===== src/inc/irq_status_pkg.sv =====
/*
 Constants of the adapter interrupt and main-status unit: register offsets,
 status bit positions, command codes and reset values.
 Assumes the host command decoder hands over decoded commands as pulses.
*/
package irq_status_pkg;
   // Register offsets inside their windows
   localparam logic [3:0]  SRC_MASK_OFFSET    = 4'ha;
   localparam logic [3:0]  STATUS_OFFSET      = 4'he;
   localparam logic [2:0]  MASK_WINDOW        = 3'h5;
   // Status bit positions
   localparam int          BIT_IRQ            = 0;
   localparam int          BIT_MISUSE         = 1;
   localparam int          BIT_SEND_DONE      = 2;
   localparam int          BIT_SEND_SPACE     = 3;
   localparam int          BIT_FRAME_ARRIVED  = 4;
   localparam int          BIT_PARTIAL        = 5;
   localparam int          BIT_SOFT_IRQ       = 6;
   localparam int          BIT_NEAR_FULL      = 7;
   localparam int          BIT_DMA_DONE       = 8;
   localparam int          BIT_DMA_ACTIVE     = 11;
   localparam int          BIT_CMD_EXEC       = 12;
   localparam int          BIT_WIN_LO         = 13;
   // Interrupt-causing sources occupy bits 7..1
   localparam logic [15:0] SOURCE_BITS        = 16'h00fe;
   // Bits that an acknowledge may clear
   localparam logic [15:0] ACK_BITS           = 16'h0069;
   // Reset values
   localparam logic [15:0] MASK_RESET         = 16'h0000;
   localparam logic [15:0] STATUS_RESET       = 16'h0000;
   localparam logic [2:0]  WINDOW_RESET       = 3'h0;
   // Command opcodes on the 5-bit command field
   localparam logic [4:0]  OP_GLOBAL_RESET    = 5'h00;
   localparam logic [4:0]  OP_SELECT_WINDOW   = 5'h01;
   localparam logic [4:0]  OP_CLEAR_EVENT     = 5'h0d;
   localparam logic [4:0]  OP_SOFT_IRQ        = 5'h0c;
   localparam logic [4:0]  OP_LOAD_IRQ_MASK   = 5'h0e;
   localparam logic [4:0]  OP_LOAD_VIS_MASK   = 5'h0f;
   localparam logic [4:0]  OP_BEGIN_TRANSFER  = 5'h14;
   localparam logic [4:0]  OP_DROP_TOP_FRAME  = 5'h08;
   // Cycles a command stays in execution
   localparam logic [3:0]  CMD_BUSY_CYCLES    = 4'h3;
endpackage


===== src/logic/cmd_tracker.sv =====
/*
 Command execution tracker: holds the busy flag for a fixed number of
 cycles after each command and latches the visible window number.
 Assumes commands arrive as one-cycle strobes on the system clock.
*/
`timescale 1ns/10ps
module cmd_tracker (
   // Clock and reset
   input  wire logic       sys_clk,
   input  wire logic       sys_rst,
   // Command strobe
   input  wire logic       cmd_strobe,
   input  wire logic [4:0] cmd_op,
   input  wire logic [2:0] cmd_arg,
   // State out
   output logic            cmd_executing_flag,
   output logic [2:0]      visible_bank_index
);
   logic [3:0] busy_cnt;
   logic [3:0] next_busy_cnt;
   logic [2:0] next_bank;

   always_comb begin
      next_busy_cnt = busy_cnt;
      next_bank     = visible_bank_index;
      if (busy_cnt != 4'h0) begin
         next_busy_cnt = busy_cnt - 4'h1;
      end
      if (cmd_strobe) begin
         next_busy_cnt = irq_status_pkg::CMD_BUSY_CYCLES; // RL16
         if (cmd_op == irq_status_pkg::OP_SELECT_WINDOW) begin
            next_bank = cmd_arg;
         end
         if (cmd_op == irq_status_pkg::OP_GLOBAL_RESET) begin
            next_bank = irq_status_pkg::WINDOW_RESET; // RL17
         end
      end
   end

   always_ff @(posedge sys_clk) begin
      if (sys_rst) begin
         busy_cnt           <= 4'h0;
         visible_bank_index <= irq_status_pkg::WINDOW_RESET;
         cmd_executing_flag <= 1'b0;
      end else begin
         busy_cnt           <= next_busy_cnt;
         visible_bank_index <= next_bank;
         cmd_executing_flag <= (next_busy_cnt != 4'h0);
      end
   end
endmodule


===== src/logic/adapter_interrupt_status_unit.sv =====
/*
 Interrupt and main-status unit of a bus-master network adapter: sticky
 event bits, visibility and interrupt masks, bus interrupt and status read.
 Assumes the host register decoder supplies command strobes with opcode and
 11-bit argument, and register read selects by window and offset.
*/
//
// Function
// [RL1] Interrupt mask bit gates its status bit onto the bus interrupt.
// [RL2] Interrupt mask reads only; loaded solely by the mask-load command.
// [RL3] Interrupt mask clears to zero on reset.
// [RL4] Bits 1-7 are sources, maskable for interrupt, hidden by visibility mask.
// [RL5] Whole status word clears on reset.
// [RL6] Bit 0 is OR of masked sources; cleared by acknowledge flag.
// [RL7] Bit 1 sets on FIFO misuse; clears on transmitter or receiver reset.
// [RL8] Bit 2 sets on notified send or send error; clears on result write.
// [RL9] Bit 3 sets when send space exceeds threshold; acknowledge clears.
// [RL10] Bit 4 holds while complete frames remain; drop commands clear it.
// [RL11] Bit 5 sets past early threshold; drops on full reception; acknowledge clears.
// [RL12] Bit 6 sets on soft interrupt command; acknowledge clears.
// [RL13] Bit 7 sets when counters near full; clears after all are read.
// [RL14] Bit 8 sets on transfer end; clears when both done flags clear.
// [RL15] Bit 11 set by transfer start command until transfer completes.
// [RL16] Bit 12 set while a command executes; host waits for zero.
// [RL17] Bits 15-13 show window; reset and global reset return zero.
// [RL18] Visibility mask permits bits to set; loaded by command, reset clears.
// [RL19] Bits 10 and 9 read zero; status readable in every window.
// [RL20] Acknowledge clears only flagged bits.
`timescale 1ns/10ps
module adapter_interrupt_status_unit #(
   parameter int STATUS_W = 16
) (
   // Clock and reset
   input  wire logic                sys_clk,
   input  wire logic                sys_rst,
   // Host command strobe
   input  wire logic                cmd_strobe,
   input  wire logic [4:0]          cmd_op,
   input  wire logic [10:0]         cmd_arg,
   // Host register read
   input  wire logic                reg_read,
   input  wire logic [3:0]          reg_offset,
   output logic [15:0]              reg_rdata,
   // FIFO misuse, path resets and transmit path events
   input  wire logic                transmit_write_port_overrun,
   input  wire logic                receive_read_underrun,
   input  wire logic                tx_reset_pulse,
   input  wire logic                rx_reset_pulse,
   input  wire logic                send_ok_pulse,
   input  wire logic                send_notify_request,
   input  wire logic                send_error_pulse,
   input  wire logic                send_result_fifo_write,
   input  wire logic                send_space_above_threshold,
   // Receive path state
   input  wire logic                complete_frames_present,
   input  wire logic                top_frame_past_threshold,
   input  wire logic                top_frame_complete,
   // Statistics and bus master
   input  wire logic                counters_near_full_pulse,
   input  wire logic                all_counters_read_pulse,
   input  wire logic                dma_end_pulse,
   input  wire logic                dma_to_host_done,
   input  wire logic                dma_from_host_done,
   // Outputs
   output logic                     bus_irq,
   output logic [STATUS_W-1:0]      main_status_word,
   output logic [STATUS_W-1:0]      source_interrupt_mask,
   output logic [STATUS_W-1:0]      status_visibility_mask
);
   logic [15:0] events;
   logic [15:0] next_events;
   logic [15:0] next_irq_mask;
   logic [15:0] next_vis_mask;
   logic [15:0] next_status;
   logic [15:0] next_rdata;
   logic        next_irq;
   logic        next_dma_active;
   logic        dma_active_flag;
   logic        cmd_executing_flag;
   logic [2:0]  visible_bank_index;
   logic [15:0] ack_clear;
   logic        is_cmd;

   function automatic logic cmd_is(input logic [4:0] op, input logic [4:0] code);
      cmd_is = (op == code);
   endfunction

   cmd_tracker u_cmd_tracker (
      .sys_clk            (sys_clk),
      .sys_rst            (sys_rst),
      .cmd_strobe         (cmd_strobe),
      .cmd_op             (cmd_op),
      .cmd_arg            (cmd_arg[2:0]),
      .cmd_executing_flag (cmd_executing_flag),
      .visible_bank_index (visible_bank_index)
   );

   always_comb begin
      is_cmd        = cmd_strobe;
      next_events   = events;
      next_irq_mask = source_interrupt_mask;
      next_vis_mask = status_visibility_mask;
      next_dma_active = dma_active_flag;
      ack_clear     = 16'h0000;
      if (is_cmd && cmd_is(cmd_op, irq_status_pkg::OP_CLEAR_EVENT)) begin
         ack_clear = {5'h00, cmd_arg} & irq_status_pkg::ACK_BITS; // RL20
      end
      // Clears first so that a simultaneous set wins
      next_events = next_events & ~ack_clear; // RL9 RL11 RL12
      if (tx_reset_pulse || rx_reset_pulse) begin
         next_events[irq_status_pkg::BIT_MISUSE] = 1'b0; // RL7
      end
      if (send_result_fifo_write) begin
         next_events[irq_status_pkg::BIT_SEND_DONE] = 1'b0; // RL8
      end
      if (all_counters_read_pulse) begin
         next_events[irq_status_pkg::BIT_NEAR_FULL] = 1'b0; // RL13
      end
      if (!dma_to_host_done && !dma_from_host_done) begin
         next_events[irq_status_pkg::BIT_DMA_DONE] = 1'b0; // RL14
      end
      if (top_frame_complete) begin
         next_events[irq_status_pkg::BIT_PARTIAL] = 1'b0; // RL11
      end
      // Sets; source bits 7..1 are gated by the visibility mask, bit 8 is not
      if (transmit_write_port_overrun || receive_read_underrun) begin
         next_events[irq_status_pkg::BIT_MISUSE] = 1'b1; // RL7
      end
      if ((send_ok_pulse && send_notify_request) || send_error_pulse) begin
         next_events[irq_status_pkg::BIT_SEND_DONE] = 1'b1; // RL8
      end
      if (send_space_above_threshold) begin
         next_events[irq_status_pkg::BIT_SEND_SPACE] = 1'b1; // RL9
      end
      // Frame-present bit follows the FIFO level, so draining it by drops clears it
      next_events[irq_status_pkg::BIT_FRAME_ARRIVED] = complete_frames_present; // RL10
      if (top_frame_past_threshold && !top_frame_complete) begin
         next_events[irq_status_pkg::BIT_PARTIAL] = 1'b1; // RL11
      end
      if (is_cmd && cmd_is(cmd_op, irq_status_pkg::OP_SOFT_IRQ)) begin
         next_events[irq_status_pkg::BIT_SOFT_IRQ] = 1'b1; // RL12
      end
      if (counters_near_full_pulse) begin
         next_events[irq_status_pkg::BIT_NEAR_FULL] = 1'b1; // RL13
      end
      if (dma_end_pulse) begin
         next_events[irq_status_pkg::BIT_DMA_DONE] = 1'b1; // RL14
         next_dma_active = 1'b0; // RL15
      end
      if (is_cmd && cmd_is(cmd_op, irq_status_pkg::OP_BEGIN_TRANSFER)) begin
         next_dma_active = 1'b1; // RL15
      end
      next_events = next_events & (next_vis_mask | ~irq_status_pkg::SOURCE_BITS) // RL18 RL4
                  & 16'h01fe;
      if (is_cmd && cmd_is(cmd_op, irq_status_pkg::OP_LOAD_IRQ_MASK)) begin
         next_irq_mask = {5'h00, cmd_arg}; // RL2
      end
      if (is_cmd && cmd_is(cmd_op, irq_status_pkg::OP_LOAD_VIS_MASK)) begin
         next_vis_mask = {5'h00, cmd_arg}; // RL18
      end
      // Latch bit holds until acknowledged, re-asserted by any masked source
      next_irq = (bus_irq && !ack_clear[irq_status_pkg::BIT_IRQ])
               || |(next_events & next_irq_mask & irq_status_pkg::SOURCE_BITS); // RL1 RL6
      next_status = next_events;
      next_status[irq_status_pkg::BIT_IRQ]        = next_irq; // RL6
      next_status[irq_status_pkg::BIT_DMA_ACTIVE] = next_dma_active;
      next_status[irq_status_pkg::BIT_CMD_EXEC]   = cmd_executing_flag; // RL16
      next_status[15:irq_status_pkg::BIT_WIN_LO]  = visible_bank_index; // RL17
      next_status[10:9] = 2'b00; // RL19
      next_rdata = 16'h0000;
      if (reg_read) begin
         if (reg_offset == irq_status_pkg::STATUS_OFFSET) begin
            next_rdata = main_status_word; // RL19
         end else if (reg_offset == irq_status_pkg::SRC_MASK_OFFSET
                      && visible_bank_index == irq_status_pkg::MASK_WINDOW) begin
            next_rdata = source_interrupt_mask; // RL2
         end
      end
   end

   always_ff @(posedge sys_clk) begin
      if (sys_rst) begin
         events                 <= irq_status_pkg::STATUS_RESET;
         source_interrupt_mask  <= irq_status_pkg::MASK_RESET; // RL3
         status_visibility_mask <= irq_status_pkg::MASK_RESET; // RL18
         main_status_word       <= irq_status_pkg::STATUS_RESET; // RL5
         bus_irq                <= 1'b0;
         dma_active_flag        <= 1'b0;
         reg_rdata              <= 16'h0000;
      end else begin
         events                 <= next_events;
         source_interrupt_mask  <= next_irq_mask;
         status_visibility_mask <= next_vis_mask;
         main_status_word       <= next_status;
         bus_irq                <= next_irq;
         dma_active_flag        <= next_dma_active;
         reg_rdata              <= next_rdata;
      end
   end
endmodule


===== config.mk =====
export PLATFORM = sky130hd
export DESIGN_NAME = adapter_interrupt_status_unit
export DESIGN_NICKNAME = d
export VERILOG_FILES = /design/src/inc/irq_status_pkg.sv /design/src/logic/cmd_tracker.sv /design/src/logic/adapter_interrupt_status_unit.sv
export SDC_FILE = /design/constraint.sdc
export NUM_CORES = 1
export LEC_CHECK = 0
export ABC_CLOCK_PERIOD_IN_PS = 1800
export BUFFER_PORTS_ARGS = -buffer_cell sky130_fd_sc_hd__buf_2
export CORE_MARGIN = 4
export CORE_UTILIZATION = 47
export DETAILED_ROUTE_END_ITERATION = 7
export GPL_TIMING_DRIVEN = 0
export HOLD_SLACK_MARGIN = 0.1
export PLACE_DENSITY = 0.79
export SLEW_MARGIN = 20
export SYNTH_ARGS = -nofsm -noshare
export SYNTH_HDL_FRONTEND = slang
export SYNTH_HIERARCHICAL = 1
export SYNTH_SLANG_ARGS = --single-unit

===== constraint.sdc =====
create_clock -name sys_clk -period 1.8 [get_ports sys_clk]
set_input_delay 0.36 -clock sys_clk [delete_from_list [all_inputs] [get_ports sys_clk]]
set_output_delay 0.36 -clock sys_clk [all_outputs]
set_load 0.02 [all_outputs]

==> reports/metrics.cfg <==
[setup_path]
cp.buffers_inverters=1
crit_type=in2reg
critPathMaxStageDelay_ns=0.38
cp-start-kind=primary input
critPathSlowestCell=mux2_1
critPathMaxFanout=11
timing.rr.start=u_cmd_tracker/busy_cnt[0]
r2r-end=u_cmd_tracker/cmd_executing_flag
end_kind=flop
critPathRequiredTime_ns=2.00
crit_chain=buf_2 -> nand3b_1 -> nor2_4 -> mux2_1 -> a32oi_1 -> a31oi_2
arrival_ns=1.92
cp_num_cells=6
cp_top_family=simple AND/OR/NAND/NOR gates
reg2reg_depth=5
rrSetupSlack_ns=0.21

[route]
vias_per_cell=5.02
vias=2203
wl_per_cell_microns=14.7
dr.pass1.iters=4
drc=0
drt_iter0_markers=97
wl_microns=6440
antenna_left=0

[timing]
min_period_ns=1.72
grt_setup_unrepaired=no
maxSlewViolCount=0
slew_headroom=0.603
fmax_mhz=580
final-hold-violation-count=0
setup-violations-final=0
tightest_slew_ns=0.595
clock_skew_ns=0.00544
finalCritPeriodShare=0.958

[synth]
syn_inst=253
synth_edf_count=0
ys_seq_elements=60
synth-seq-area-share=0.499
ys_async_sr_fraction=0
synth.avg_cell_area_sq_um=9.52
synth-main-ff-cell=dfxtp_1
ys_types=51
synth_warnings=6
synthesis.area_sq_um=2410

[clock_network]
cts_made_buffers=9
clkLatencyLatePin_ns=0.33
clk_path_buf_depth=2
cts.sinks=60
holdBufCountCts=0
cts_resized=0
cts_root_buf=clkbuf_8
clkTransAtPathRegs_ns=0.07
post_cts_buffers=0
cts_tree=built
htreeDepth=3

[placed_design]
io_buffers=92
placed_cells=423
hpwl_microns=4760
placed_area_sq_um=2990
place_congestion=0.777

[power]
p_per_area_nw_per_um2=890
leakage_uw=0.00149
ir_drop_uv=379
p_total_uw=2850

[final_layout]
final_common_cell=buf_2
layout.cells.non_filler=439
final_cell_mix=buf_2 (93), dfxtp_1 (60), nand2_1 (26), nor2_1 (22), a21oi_1 (19)
drive_above_1_share=0.368
fin_area_sq_um=3200
antenna_cells=0
syn2layout_area_growth_pct=32.7
nNetsFinal=409

[run]
cap_violations=0

[worst_hold_path]
min_to=status_visibility_mask[9]
hp-class=in2reg
worstHoldStart=cmd_arg[9]
whs_path_depth=3

[global_route]
track_usage=0.211
antenna_found_initial=0
grt_max_degree=12
first_global_vias=2122
grt_pass1_wl_microns=10300
gr-total-overflow=0

[die]
dieArea_sq_um=6330
ios=106
core_sq_um=4850
rows=25
initial_core_util=0.497
dieWidth_microns=79.6
fp.dieH_microns=79.6

[status]
status=finished clean

## registers in the layout, summed over array words and instances, names as in the netlist
signal,cells
reg_rdata,16
u_cmd_tracker/busy_cnt,4
u_cmd_tracker/cmd_executing_flag,1
status_visibility_mask,11
main_status_word,14
u_cmd_tracker/visible_bank_index,3
source_interrupt_mask,11
## worst max path at each step
stage | startpoint | end | slack [ns]
after global routing | cmd_op[0] | main_status_word[0] | 0.02
after floorplan | cmd_op[4] | main_status_word[0] | 0.18
after global placement | cmd_op[0] | main_status_word[0] | -0.23
after CTS | cmd_op[0] | main_status_word[0] | 0.09
final | cmd_op[0] | main_status_word[0] | 0.08
after detailed placement | cmd_op[0] | main_status_word[0] | -0.25
## metal layers
metal  vias up  wire length [microns]  track usage
met5         -                      0            0
met4         0                    142       0.0962
met3        15                    555       0.0688
met2        95                   3230        0.351
met1      1018                   2510        0.245
li1       1075                      -            -
## power by group
group	switching (uW)	internal (uW)
logic	145	114
clock network	515	710
registers	13.6	1350
total	673	2170
## worst min-delay path, stage by stage
cell	delay (ns)
buf_2	0.10
nand2_1	0.05
a21oi_1	0.05
## kinds of logic (layout without fill, tap and decap cells)
kind of cell / after synthesis / count (layout) / synth area share
other cells: 1 / 12 / 0.00156
xor+xnor: 2 / 2 / 0.00727
flops: 60 / 60 / 0.499
fa+ha+maj: 1 / 1 / 0.00519
simple gates: 90 / 90 / 0.210
compound gates: 54 / 54 / 0.151
mux: 12 / 12 / 0.0519
buf+inv: 33 / 141 / 0.0743
## synthesized netlist by cell type, types with 2 or more instances
| cell | count | area (sq um) |
|---|---|---|
| a211oi_1 | 2 | 15.0 |
| a21oi_1 | 19 | 95.1 |
| a22o_1 | 9 | 78.8 |
| and2_1 | 8 | 50.1 |
| and3b_1 | 2 | 17.5 |
| buf_1 | 4 | 15.0 |
| buf_4 | 14 | 105 |
| clkbuf_1 | 4 | 15.0 |
| dfxtp_1 | 60 | 1200 |
| inv_1 | 9 | 33.8 |
| mux2_2 | 3 | 33.8 |
| mux2i_1 | 8 | 80.1 |
| nand2_1 | 26 | 97.6 |
| nand3_1 | 3 | 15.0 |
| nand3b_1 | 2 | 15.0 |
| nor2_1 | 22 | 82.6 |
| nor2b_1 | 9 | 56.3 |
| nor3_1 | 2 | 10.0 |
| nor3b_1 | 2 | 15.0 |
| o2111ai_1 | 3 | 26.3 |
| o21ai_0 | 7 | 35.0 |
| o21ai_1 | 3 | 15.0 |
| o31ai_1 | 3 | 22.5 |
| xnor2_1 | 2 | 17.5 |
## final cells by class
class	count	area [sq um]
timing repair buffer	92	460
inverter	9	33.8
multi-input combinational	171	1070
tap	67	83.8
buffer	24	145
fill	383	1650
sequential	60	1200
clock inverter	4	47.5
clock buffer	12	155
## through the flow
step | setup WS (ns) | utilization | TNS [ns] | hold slack [ns]
after floorplan | 0.182 | - | 0 | 0.414
after global placement | -0.234 | 0.618 | -1.28 | 0.421
after detailed placement | -0.251 | 0.618 | -1.36 | 0.427
after CTS | 0.0927 | 0.659 | 0 | 0.268
after global routing | 0.0152 | 0.659 | 0 | 0.268
final | 0.0763 | 0.659 | 0 | 0.276
Note: power is estimated with default switching activity, not from simulation.
